File: config.mk
export PLATFORM = sky130hd
export DESIGN_NAME = sdmc_host_flat
export DESIGN_NICKNAME = d
export VERILOG_FILES = /design/src/rtl/sdmc_pkg.sv /design/src/rtl/sdmc_link_if.sv /design/src/rtl/sdmc_host.sv /design/src/flat_wrapper.sv
export SDC_FILE = /design/constraint.sdc
export NUM_CORES = 1
export LEC_CHECK = 0
export BUFFER_PORTS_ARGS = -buffer_cell sky130_fd_sc_hd__buf_2
export CORE_MARGIN = 2
export CORE_UTILIZATION = 57
export CTS_BUF_LIST = sky130_fd_sc_hd__clkbuf_4
export DETAILED_ROUTE_END_ITERATION = 8
export PLACE_DENSITY = 0.8
export SLEW_MARGIN = 20
export SYNTH_ARGS = -nofsm -noshare
export SYNTH_HDL_FRONTEND = slang
export SYNTH_SLANG_ARGS = --single-unit
File: constraint.sdc
create_clock -name clk -period 3.3 [get_ports clk]
set_input_delay 0 -clock clk [delete_from_list [all_inputs] [get_ports clk]]
set_output_delay 0 -clock clk [all_outputs]
set_load 0.02 [all_outputs]
File: src/rtl/sdmc_pkg.sv
/*
 * Shared constants for the serial converter front end and its host controller.
 * Assumes a 125 MHz system clock on the host side and a host-made serial clock.
 */
`default_nettype none
package sdmc_pkg;
    // ------------------------------------------------------------------
    // Frame layout
    // ------------------------------------------------------------------
    localparam int          SDMC_FRAME_BITS   = 16;
    localparam int          SDMC_CODE_BITS    = 12;
    localparam int          SDMC_MODE_MSB     = 13;
    localparam int          SDMC_MODE_LSB     = 12;
    localparam logic [11:0] SDMC_CODE_RESET   = 12'h000;
    localparam logic [4:0]  SDMC_BITCNT_RESET = 5'h00;

    // Operating modes
    typedef enum logic [1:0] {
        SDMC_MODE_NORMAL = 2'b00,
        SDMC_MODE_PD_1K  = 2'b01,
        SDMC_MODE_PD_100K = 2'b10,
        SDMC_MODE_PD_HIZ = 2'b11
    } sdmc_mode_type;

    // ------------------------------------------------------------------
    // Host timing
    // ------------------------------------------------------------------
    localparam int          SDMC_CLK_MHZ       = 125;
    localparam int          SDMC_HALF_PERIOD   = 4;     // Clock cycles per serial half period
    localparam int          SDMC_SYNC_HIGH_NS  = 48;    // Frame sync high time between frames
    localparam int          SDMC_SYNC_HIGH_CYC =
        (SDMC_SYNC_HIGH_NS * SDMC_CLK_MHZ + 999) / 1000;
    localparam int          SDMC_WAKE_US       = 6;     // Wake-up interval, plain default
    localparam int          SDMC_WAKE_CYC      = SDMC_WAKE_US * SDMC_CLK_MHZ;

    // Host register map (AHB-Lite byte addresses)
    localparam logic [7:0]  SDMC_ADDR_DATA     = 8'h00;
    localparam logic [7:0]  SDMC_ADDR_STATUS   = 8'h04;
    localparam logic [7:0]  SDMC_ADDR_CTRL     = 8'h08;
endpackage : sdmc_pkg
`default_nettype wire

File: src/rtl/sdmc_link_if.sv
/*
 * Three-wire write-only link between host controller and converter.
 * Assumes the host makes the serial clock; the device only listens.
 */
`default_nettype none
interface sdmc_link_if;
    logic sclk;      // Serial clock, host-made
    logic sync_n;    // Frame sync, active low
    logic din;       // Serial data, MSB first
    modport host   (output sclk, output sync_n, output din);
    modport device (input sclk, input sync_n, input din);
endinterface : sdmc_link_if
`default_nettype wire

File: src/rtl/sdmc_host.sv
/*
 * Host controller: AHB-Lite slave with data, status and control registers;
 * sends 16-bit frames MSB first, in one word or as two bytes, and enforces
 * the wake-up wait and idle-low lines. Assumes one 125 MHz clock domain.
 */
`default_nettype none
module sdmc_host
    import sdmc_pkg::*;
#(
    parameter int WAKE_CYC = SDMC_WAKE_CYC
)(
    input  wire logic        clk,
    input  wire logic        reset_n,
    input  wire logic        hsel,
    input  wire logic [7:0]  haddr,
    input  wire logic [1:0]  htrans,
    input  wire logic        hwrite,
    input  wire logic [2:0]  hsize,
    input  wire logic [31:0] hwdata,
    input  wire logic        hready,
    output logic             hreadyout,
    output logic             hresp,
    output logic [31:0]      hrdata,
    sdmc_link_if.host        link
);
    // ------------------------------------------------------------------
    // ------------------------------------------------------------------

    // ------------------------------------------------------------------
    // AHB-Lite slave
    // ------------------------------------------------------------------
    logic        wr_pend_reg;
    logic [7:0]  wr_addr_reg;
    logic        ctrl_byte_mode_reg;     // 1: send as two bytes
    logic [15:0] tx_word_reg;
    logic        tx_start_reg;
    logic        busy_reg;
    logic        waking_reg;
    logic [1:0]  last_mode_reg;
    logic        addr_ok;

    assign addr_ok   = hsel && hready && htrans[1];
    assign hreadyout = 1'b1;
    assign hresp     = 1'b0;

    // Capture write address phase
    always_ff @(posedge clk) begin
        if (!reset_n) begin
            wr_pend_reg <= 1'b0;
            wr_addr_reg <= 8'h00;
        end else begin
            wr_pend_reg <= addr_ok && hwrite;
            wr_addr_reg <= haddr;
        end
    end

    // Read data registered in the address phase
    always_ff @(posedge clk) begin
        if (!reset_n) begin
            hrdata <= 32'h0000_0000;
        end else if (addr_ok && !hwrite) begin
            unique case (haddr)
                SDMC_ADDR_DATA:   hrdata <= {16'h0000, tx_word_reg};
                SDMC_ADDR_STATUS: hrdata <= {28'h0, last_mode_reg, waking_reg, busy_reg};
                SDMC_ADDR_CTRL:   hrdata <= {31'h0, ctrl_byte_mode_reg};
                default:          hrdata <= 32'h0000_0000;
            endcase
        end
    end

    // Register writes; data write while busy or waking is dropped
    always_ff @(posedge clk) begin
        if (!reset_n) begin
            ctrl_byte_mode_reg <= 1'b0;
            tx_word_reg        <= 16'h0000;
            tx_start_reg       <= 1'b0;
        end else begin
            tx_start_reg <= 1'b0;
            if (wr_pend_reg && wr_addr_reg == SDMC_ADDR_CTRL)
                ctrl_byte_mode_reg <= hwdata[0];
            if (wr_pend_reg && wr_addr_reg == SDMC_ADDR_DATA && !busy_reg && !waking_reg
                && !tx_start_reg) begin
                tx_word_reg  <= hwdata[15:0];
                tx_start_reg <= 1'b1;
            end
        end
    end

    // ------------------------------------------------------------------
    // Serial engine
    // ------------------------------------------------------------------
    typedef enum logic [2:0] {
        SDMC_ST_IDLE = 3'b000,
        SDMC_ST_LOW  = 3'b001,
        SDMC_ST_HIGH = 3'b010,
        SDMC_ST_GAP  = 3'b011,
        SDMC_ST_END  = 3'b100
    } sdmc_state_type;

    sdmc_state_type st_reg;
    logic [3:0]  div_reg;
    logic [4:0]  bits_reg;
    logic [7:0]  gap_reg;
    logic [15:0] sh_reg;
    logic        div_hit;

    assign div_hit = (div_reg == 4'(SDMC_HALF_PERIOD - 1));

    // Half-period divider makes the serial clock
    always_ff @(posedge clk) begin
        if (!reset_n || st_reg == SDMC_ST_IDLE || div_hit)
            div_reg <= 4'h0;
        else
            div_reg <= div_reg + 4'h1;
    end

    // Frame sequencer: data changes on rising edges, sampled on falling
    always_ff @(posedge clk) begin
        if (!reset_n) begin
            st_reg      <= SDMC_ST_IDLE;
            link.sclk   <= 1'b0;
            link.sync_n <= 1'b0;
            link.din    <= 1'b0;
            bits_reg    <= 5'h00;
            gap_reg     <= 8'h00;
            sh_reg      <= 16'h0000;
            busy_reg    <= 1'b0;
        end else begin
            unique case (st_reg)
                SDMC_ST_IDLE: if (tx_start_reg) begin
                    busy_reg    <= 1'b1;
                    link.sync_n <= 1'b0;
                    link.sclk   <= 1'b1;
                    link.din    <= tx_word_reg[15];
                    sh_reg      <= {tx_word_reg[14:0], 1'b0};
                    bits_reg    <= 5'h00;
                    st_reg      <= SDMC_ST_HIGH;
                end
                SDMC_ST_HIGH: if (div_hit) begin
                    link.sclk <= 1'b0;
                    bits_reg  <= bits_reg + 5'h01;
                    st_reg    <= (bits_reg == 5'(SDMC_FRAME_BITS - 1)) ? SDMC_ST_END
                               : (ctrl_byte_mode_reg && bits_reg == 5'd7) ? SDMC_ST_GAP
                               : SDMC_ST_LOW;
                end
                SDMC_ST_LOW: if (div_hit) begin
                    link.sclk <= 1'b1;
                    link.din  <= sh_reg[15];
                    sh_reg    <= {sh_reg[14:0], 1'b0};
                    st_reg    <= SDMC_ST_HIGH;
                end
                SDMC_ST_GAP: if (div_hit) begin
                    // Pause between bytes with sync held low
                    st_reg <= SDMC_ST_LOW;
                end
                SDMC_ST_END: if (div_hit) begin
                    if (gap_reg == 8'h00)
                        link.sync_n <= 1'b1;
                    if (gap_reg == 8'(SDMC_SYNC_HIGH_CYC / SDMC_HALF_PERIOD + 1)) begin
                        link.sync_n <= 1'b0;
                        link.din    <= 1'b0;
                        gap_reg     <= 8'h00;
                        busy_reg    <= 1'b0;
                        st_reg      <= SDMC_ST_IDLE;
                    end else begin
                        gap_reg <= gap_reg + 8'h01;
                    end
                end
                default: st_reg <= SDMC_ST_IDLE;
            endcase
        end
    end

    // ------------------------------------------------------------------
    // Wake-up wait after a power-down to normal command
    // ------------------------------------------------------------------
    logic [31:0] wake_cnt_reg;
    always_ff @(posedge clk) begin
        if (!reset_n) begin
            last_mode_reg <= 2'b00;
            waking_reg    <= 1'b0;
            wake_cnt_reg  <= 32'h0;
        end else if (tx_start_reg) begin
            last_mode_reg <= tx_word_reg[SDMC_MODE_MSB:SDMC_MODE_LSB];
            if (last_mode_reg != 2'b00
                && tx_word_reg[SDMC_MODE_MSB:SDMC_MODE_LSB] == 2'b00) begin
                waking_reg   <= 1'b1;
                wake_cnt_reg <= 32'(WAKE_CYC);
            end
        end else if (waking_reg && !busy_reg) begin
            // Output is not valid until the count runs out
            if (wake_cnt_reg == 32'h0)
                waking_reg <= 1'b0;
            else
                wake_cnt_reg <= wake_cnt_reg - 32'h1;
        end
    end
endmodule : sdmc_host
`default_nettype wire

File: src/flat_wrapper.sv
// flat-port wrapper written by rule: the top's interface ports become plain ports
module sdmc_host_flat import sdmc_pkg::*;
#(
    parameter int WAKE_CYC = SDMC_WAKE_CYC
)
  (clk, reset_n, hsel, haddr, htrans, hwrite, hsize, hwdata, hready, hreadyout, hresp, hrdata, link_sclk, link_sync_n, link_din);
  sdmc_link_if link_i ();
  input  wire logic clk;
  input  wire logic reset_n;
  input  wire logic hsel;
  input  wire logic [7:0] haddr;
  input  wire logic [1:0] htrans;
  input  wire logic hwrite;
  input  wire logic [2:0] hsize;
  input  wire logic [31:0] hwdata;
  input  wire logic hready;
  output logic hreadyout;
  output logic hresp;
  output logic [31:0] hrdata;
  output wire logic [$bits(link_i.sclk)-1:0] link_sclk;
  output wire logic [$bits(link_i.sync_n)-1:0] link_sync_n;
  output wire logic [$bits(link_i.din)-1:0] link_din;
  assign link_sclk = link_i.sclk;
  assign link_sync_n = link_i.sync_n;
  assign link_din = link_i.din;
  sdmc_host #(.WAKE_CYC(WAKE_CYC)) u_core (.clk(clk), .reset_n(reset_n), .hsel(hsel), .haddr(haddr), .htrans(htrans), .hwrite(hwrite), .hsize(hsize), .hwdata(hwdata), .hready(hready), .hreadyout(hreadyout), .hresp(hresp), .hrdata(hrdata), .link(link_i));
endmodule
==> flow_metrics.py, run 1 <==
metrics = {
    "outcome": {
        "outcome": "finished clean",
    },
    "yosys": {
        "ys_warn_count": 0,
        "synth_ff_type": "dfxtp_1",
        "postSynthCellCount": 596,
        "synth_area_um2": 5350,
        "yosys.area.top_type": "dfxtp_1",
        "synth-edff-count": 0,
        "synth_seq_cells": 117,
        "synthArstFlopShare": 0,
        "yosysSeqAreaShare": 0.438,
        "yosys-top-cells-area": "dfxtp_1, mux2i_1, nor2_1",
        "synth_top_area_frac": 0.438,
        "synth_cell_types": 67,
        "syn_area_per_cell_um2": 8.98,
    },
    "power": {
        "leakage_nw": 2.52,
        "p_per_area_nw_per_um2": 492,
        "finalPower_mw": 3.10,
        "peakVddDrop_mv": 0.358,
    },
    "global_routing": {
        "first_global_vias": 4450,
        "antenna_found_initial": 0,
        "grt_max_degree": 46,
        "grt_usage": 0.255,
        "grt_overflow": 0,
        "grt_pass1_wl_mm": 20.5,
    },
    "sta": {
        "hold_viol": 0,
        "clock.fmax_mhz": 355,
        "whs_ps": 220,
        "timing.clock.skew_ps": 17.0,
        "fin_setup_tns_ps": 0,
        "slew_headroom": 0.321,
        "setup_viol": 0,
        "drv_slew": 0,
        "worst_pin_slew_ps": 1010,
        "rsz0062_at_grt": "false",
        "finalCriticalPeriod_ps": 2820,
        "post-route-worst-setup-slack_ps": 484,
        "final.period_utilization": 0.853,
    },
    "drt": {
        "wl_per_cell_um": 15.8,
        "drtIter0Drc": 230,
        "drt-total-wl_mm": 12.5,
        "vias": 4672,
        "viasPerCell": 5.89,
        "ant_nets": 0,
        "drc": 0,
        "firstDrtPassIters": 5,
    },
    "cts": {
        "clk_pin_slew_ps": 120,
        "cts_hold_buffers": 35,
        "cts_tree": "yes",
        "cts.sinks": 117,
        "clk_latency_ps": 540,
        "cts_setup_buffers": 0,
        "h-tree-depth": 4,
        "clockBufferDepth": 2,
        "post_cts_resized": 0,
        "clockRootBuffer": "clkbuf_4",
        "cts-buffers-inserted": 17,
    },
    "critical_path": {
        "crit_path_end_kind": "flop",
        "cp_data_arrival_time_ps": 3290,
        "required_ps": 3770,
        "crit_path_max_fanout": 9,
        "crit_type": "flop to flop",
        "startpoint_type": "flop",
    },
    "cells_and_area": {
        "nNetsFinal": 726,
        "final_common_cell": "dfxtp_1",
        "drive_gt1_frac": 0.161,
        "area_growth_pct": 17.6,
        "fillCellCount": 704,
        "final_cell_mix": "dfxtp_1, nor2_1, buf_2, mux2i_1, dlygate4sd3_1",
        "antenna_cells": 0,
        "largest_register_ffs": 32,
    },
    "placed_design": {
        "gp_congestion": 0.814,
        "port_buffers": 48,
        "place_ws_ps": 521,
        "place_hpwl_mm": 7.96,
    },
    "floorplanning": {
        "num_io_pins": 87,
        "die_area_um2": 10200,
        "initial_core_util": 0.582,
        "coreArea_um2": 9200,
        "die_x_um": 101,
        "die_h_um": 101,
        "rows": 35,
    },
    "min_path": {
        "min_path_type": "input port to flop",
    },
    "run": {
        "drv_cap": 0,
    },
}
[through the flow]
stage	cell area, µm²	std cells	utilization
after floorplan	5410	612	-
after global placement	5590	726	0.608
after detailed placement	5590	726	0.608
after CTS	6300	793	0.685
after global routing	6300	793	0.685
final	6300	793	0.685
[power by group]
part | leakage, nW | total (mW) | internal (mW) | switching [mW]
Sequential | 0.944 | 1.48 | 1.43 | 0.0436
Clock | 0.176 | 1.28 | 0.683 | 0.593
Combinational | 1.40 | 0.343 | 0.148 | 0.195
[final timing paths]
kind / start / endpoint / slack (ps) / cells after the start
min reg2reg: u_core.div_reg[0]$_SDFF_PP0_ / u_core.div_reg[0]$_SDFF_PP0_ / 450 / 1
max reg2reg: u_core.wake_cnt_reg[0]$_SDFFE_PN0P_ / u_core.wake_cnt_reg[22]$_SDFFE_PN0P_ / 480 / 7
max: u_core.wake_cnt_reg[0]$_SDFFE_PN0P_ / u_core.wake_cnt_reg[22]$_SDFFE_PN0P_ / 480 / 7
min: hwdata[10] / u_core.tx_word_reg[10]$_SDFFE_PN0P_ / 220 / 4
[Yosys cell counts, types with 6 or more instances]
cell / n
a211oi_1: 17
a21oi_1: 30
a22oi_1: 13
a31oi_1: 6
and2_1: 9
buf_4: 19
clkbuf_1: 30
dfxtp_1: 117
ha_1: 7
inv_1: 12
mux2i_1: 39
nand2_1: 20
nand3_1: 10
nand4_1: 8
nor2_1: 96
nor3_1: 13
nor4_1: 8
o21ai_0: 8
o31ai_1: 17
or3_1: 9
or4_1: 19
xnor2_1: 8
xor2_1: 7
[kinds of logic (layout without fill, tap and decap cells)]
| kind of cell | Yosys count | after routing | synth area share |
|---|---|---|---|
| and+or+nand+nor | 230 | 230 | 0.228 |
| AOI/OAI and AO/OA | 120 | 120 | 0.157 |
| DFF | 117 | 117 | 0.438 |
| buffers and inverters | 66 | 136 | 0.0617 |
| muxes | 39 | 39 | 0.0729 |
| xor gates and xnor gates | 15 | 15 | 0.0245 |
| adders and majority gates | 7 | 7 | 0.0164 |
| other | 2 | 18 | 0.00140 |
[worst max-delay path: stages, from the launching register on]
cell and delay, ps:
dfxtp_1 340, inv_1 100, ha_1 210, or4b_1 610
or4_4 570, a211o_1 360, or4_1 410, a21oi_1 140
[layout make-up]
type,count,area (µm²),share of cell area
multi-input combinational,429,2760,0.438
clock buffer,17,128,0.0203
tap,111,139,0.0221
inverter,12,45.0,0.00715
timing repair buffer,92,658,0.105
sequential,117,2340,0.372
clock inverter,15,229,0.0364
[metal layers]
layer | wire [µm] | GRT usage
met4 | 302 | 0.119
met2 | 6090 | 0.416
met1 | 5530 | 0.316
met5 | 0 | 0
met3 | 590 | 0.0631
(Power assumes the default switching activity.)
==> inputs of run 2 (changes only) <==
--- a/config.mk
+++ b/config.mk
@@ -5,6 +5,7 @@
 export SDC_FILE = /design/constraint.sdc
 export NUM_CORES = 1
 export LEC_CHECK = 0
+export ABC_AREA = 1
 export BUFFER_PORTS_ARGS = -buffer_cell sky130_fd_sc_hd__buf_2
 export CORE_MARGIN = 2
 export CORE_UTILIZATION = 57
==> run 2 against run 1 <==
Critical endpoint is now u_core.tx_word_reg[10]$_SDFFE_PN0P_. Final cell count up 42%. Maximum frequency up 4.9%. Global-route usage up 0.60 points. Sequential power up 3%. Clock power down 33%. Power down 9.5%. Synthesized cell count up 51%. Via count up 23%. Non-clock buffer count up 4. Combinational power up 22%.
==> flow_metrics.py, run 2 <==
metrics = {
    "outcome": {
        "outcome": "finished clean",
    },
    "sta": {
        "fin_setup_tns_ps": 0,
        "finalCriticalPeriod_ps": 2690,
        "timing.clock.skew_ps": 18.4,
        "rsz0062_at_grt": "false",
        "slew_headroom": 0.530,
        "drv_slew": 0,
        "post-route-worst-setup-slack_ps": 615,
        "clock.fmax_mhz": 372,
        "setup_viol": 0,
        "worst_pin_slew_ps": 704,
        "final.period_utilization": 0.814,
        "hold_viol": 0,
    },
    "floorplanning": {
        "die_h_um": 107,
        "coreArea_um2": 10300,
        "die_x_um": 107,
        "die_area_um2": 11400,
        "num_io_pins": 87,
        "rows": 37,
        "initial_core_util": 0.586,
    },
    "placed_design": {
        "place_ws_ps": 894,
        "place_hpwl_mm": 9.31,
        "port_buffers": 48,
        "place_area_um2": 6270,
        "gp_congestion": 0.895,
        "dp.cells": 1060,
    },
    "critical_path": {
        "rrSetupSlack_ps": 610,
        "cp_data_arrival_time_ps": 3120,
        "r2r_start": "u_core.wr_addr_reg[4]$_SDFF_PN0_",
        "ff2ff_path_depth": 9,
        "startpoint_type": "flop",
        "crit_type": "flop to flop",
        "crit_path_end_kind": "flop",
        "r2r_end": "u_core.tx_word_reg[10]$_SDFFE_PN0P_",
        "required_ps": 3740,
        "crit_path_max_fanout": 19,
    },
    "yosys": {
        "postSynthCellCount": 900,
        "synth-xor-area-share": 0.0131,
        "synthArstFlopShare": 0,
        "yosys.area_share.simple": 0.347,
        "yosysMostFrequentCell": "nand2_1",
        "yosys.area.top_type": "dfxtp_1",
        "synth_top_area_frac": 0.389,
        "yosys-mux-area-fraction": 0,
        "yosys-top-cells-area": "dfxtp_1, nand2_1, nor2_1",
        "synth_top_family_by_area": "simple AND/OR/NAND/NOR gates",
        "synth_area_um2": 6030,
        "synth_seq_cells": 117,
        "synth_ff_type": "dfxtp_1",
        "yosysSeqAreaShare": 0.389,
        "yosys-top-cells-count": "nand2_1, nor2_1, dfxtp_1",
        "syn_area_per_cell_um2": 6.70,
        "synth-compound-area-share": 0.142,
        "synth-edff-count": 0,
        "ys_warn_count": 0,
        "synth_cell_types": 38,
        "synthAdderAreaFrac": 0.0145,
    },
    "cells_and_area": {
        "finalInstanceArea_um2": 6880,
        "drive_gt1_frac": 0.143,
        "nNetsFinal": 1038,
        "final_cell_mix": "nand2_1, nor2_1, dfxtp_1, inv_1",
        "multiInputGateArea_um2": 3180,
        "largest_register_ffs": 32,
        "final_common_cell": "nand2_1",
        "antenna_cells": 0,
        "seq_area_um2": 2340,
        "area_growth_pct": 14.1,
        "fillCellCount": 884,
        "stdcell_count": 1129,
    },
    "global_routing": {
        "antenna_found_initial": 0,
        "grt_pass1_wl_mm": 23.9,
        "grt_max_degree": 47,
        "first_global_vias": 5297,
        "grt_usage": 0.261,
        "grt_overflow": 0,
    },
    "power": {
        "clkPwrFrac": 0.306,
        "p_sw_uw": 880,
        "internal_power_mw": 1.92,
        "p_per_area_nw_per_um2": 407,
        "peakVddDrop_mv": 0.295,
        "p_comb_frac": 0.149,
        "switching_share": 0.314,
        "leakage_nw": 3.18,
        "seqPwrFrac": 0.545,
    },
    "cts": {
        "cts-buffers-inserted": 17,
        "clockRootBuffer": "clkbuf_4",
        "cts_setup_buffers": 0,
        "cts_tree": "yes",
        "h-tree-depth": 4,
        "clk_latency_ps": 530,
        "cts.sinks": 117,
        "clk_pin_slew_ps": 120,
        "clockBufferDepth": 2,
    },
    "drt": {
        "viasPerCell": 5.10,
        "drt-total-wl_mm": 14.3,
        "drtIter0Drc": 383,
        "ant_nets": 0,
        "firstDrtPassIters": 5,
        "drc": 0,
        "wl_per_cell_um": 12.7,
        "vias": 5758,
    },
    "min_path": {
        "hold-path-cell-count": 4,
        "min_to": "u_core.tx_word_reg[11]$_SDFFE_PN0P_",
        "worstHoldStart": "reset_n",
        "min_path_type": "input port to flop",
    },
    "run": {
        "drv_cap": 0,
    },
}
run 2: cell types whose count changed in the layout (fill, tap and decap cells not counted), moves of 13 or more:
cell / before / now
a211oi_1: 17 / 4
or4_1: 19 / 0
a22oi_1: 13 / 0
a21oi_2: 0 / 25
nand3_1: 10 / 43
o21ai_0: 8 / 48
nand2_1: 20 / 238
nor2_1: 96 / 169
mux2i_1: 39 / 0
o31ai_1: 17 / 0
inv_1: 11 / 68
run 2: timing repair:
item | in CTS | in global routing
gates resized for setup | 0 | 0
endpoints found under the hold margin | 39 | 0
hold buffers | 38 | 0
run 2: worst max-delay path by stage:
stage,from,endpoint,slack (ps),depth (start not counted)
3_5_place_dp,u_core.wake_cnt_reg[0]$_SDFFE_PN0P_,u_core.wake_cnt_reg[23]$_SDFFE_PN0P_,890,11
5_1_grt,u_core.wr_addr_reg[4]$_SDFF_PN0_,u_core.tx_word_reg[10]$_SDFFE_PN0P_,410,9
6_report,u_core.wr_addr_reg[4]$_SDFF_PN0_,u_core.tx_word_reg[10]$_SDFFE_PN0P_,610,9
4_1_cts,u_core.wr_addr_reg[4]$_SDFF_PN0_,u_core.tx_word_reg[10]$_SDFFE_PN0P_,660,9
2_1_floorplan,u_core.wake_cnt_reg[0]$_SDFFE_PN0P_,u_core.wake_cnt_reg[30]$_SDFFE_PN0P_,1630,13
3_3_place_gp,u_core.wake_cnt_reg[0]$_SDFFE_PN0P_,u_core.wake_cnt_reg[4]$_SDFFE_PN0P_,960,11
run 2: cells by family (layout without fill, tap and decap cells):
logic type	count (synthesis)	in the layout
compound gates	140	140
buf+inv	122	199
fa+ha+maj	7	7
flops	117	117
xor+xnor	9	9
simple gates	503	503
other cells	2	18
run 2: layout make-up:
cell class              instances  area share
clock buffers                  18      0.0196
clock inverters                13      0.0127
inverters                      72      0.0393
multi-input cells             677       0.462
flip-flops and latches        117       0.341
well taps                     136      0.0247
repair buffers                 96       0.101
run 2: power groups by stage:
stage	registers, mW	clock network, mW	logic, mW
detailed placement	1.55	0	0.382
floorplan	1.55	0	0.312
finish	1.52	0.858	0.417
CTS	1.52	0.878	0.412
global placement	1.55	0	0.377
global route	1.53	0.940	0.473
run 2: critical path, stage by stage, from the launching register on:
cell	delay, ps
dfxtp_1	320
nor2_1	100
nand2_1	60
nor3_1	300
and2_1	180
buf_4	200
clkinv_1	520
nor2_1	290
nor2_1	70
dlygate4sd3_1	550
run 2: routing by layer:
metal  track usage  routed length (µm)  vias to the layer above
met4         0.100                 266                        0
met3        0.0523                 700                       20
met5             0                   0                        -
met2         0.449                6850                      158
met1         0.320                6500                     2580
li1              -                   -                     3000
run 2: per-stage QoR:
step           total power [mW]  hold slack, ps  utilization
2_1_floorplan              1.86            93.5            -
3_3_place_gp               1.93             198        0.611
3_5_place_dp               1.94             202        0.611
4_1_cts                    2.81           0.149        0.669
5_1_grt                    2.95            16.7        0.669
6_report                   2.80            38.1        0.669
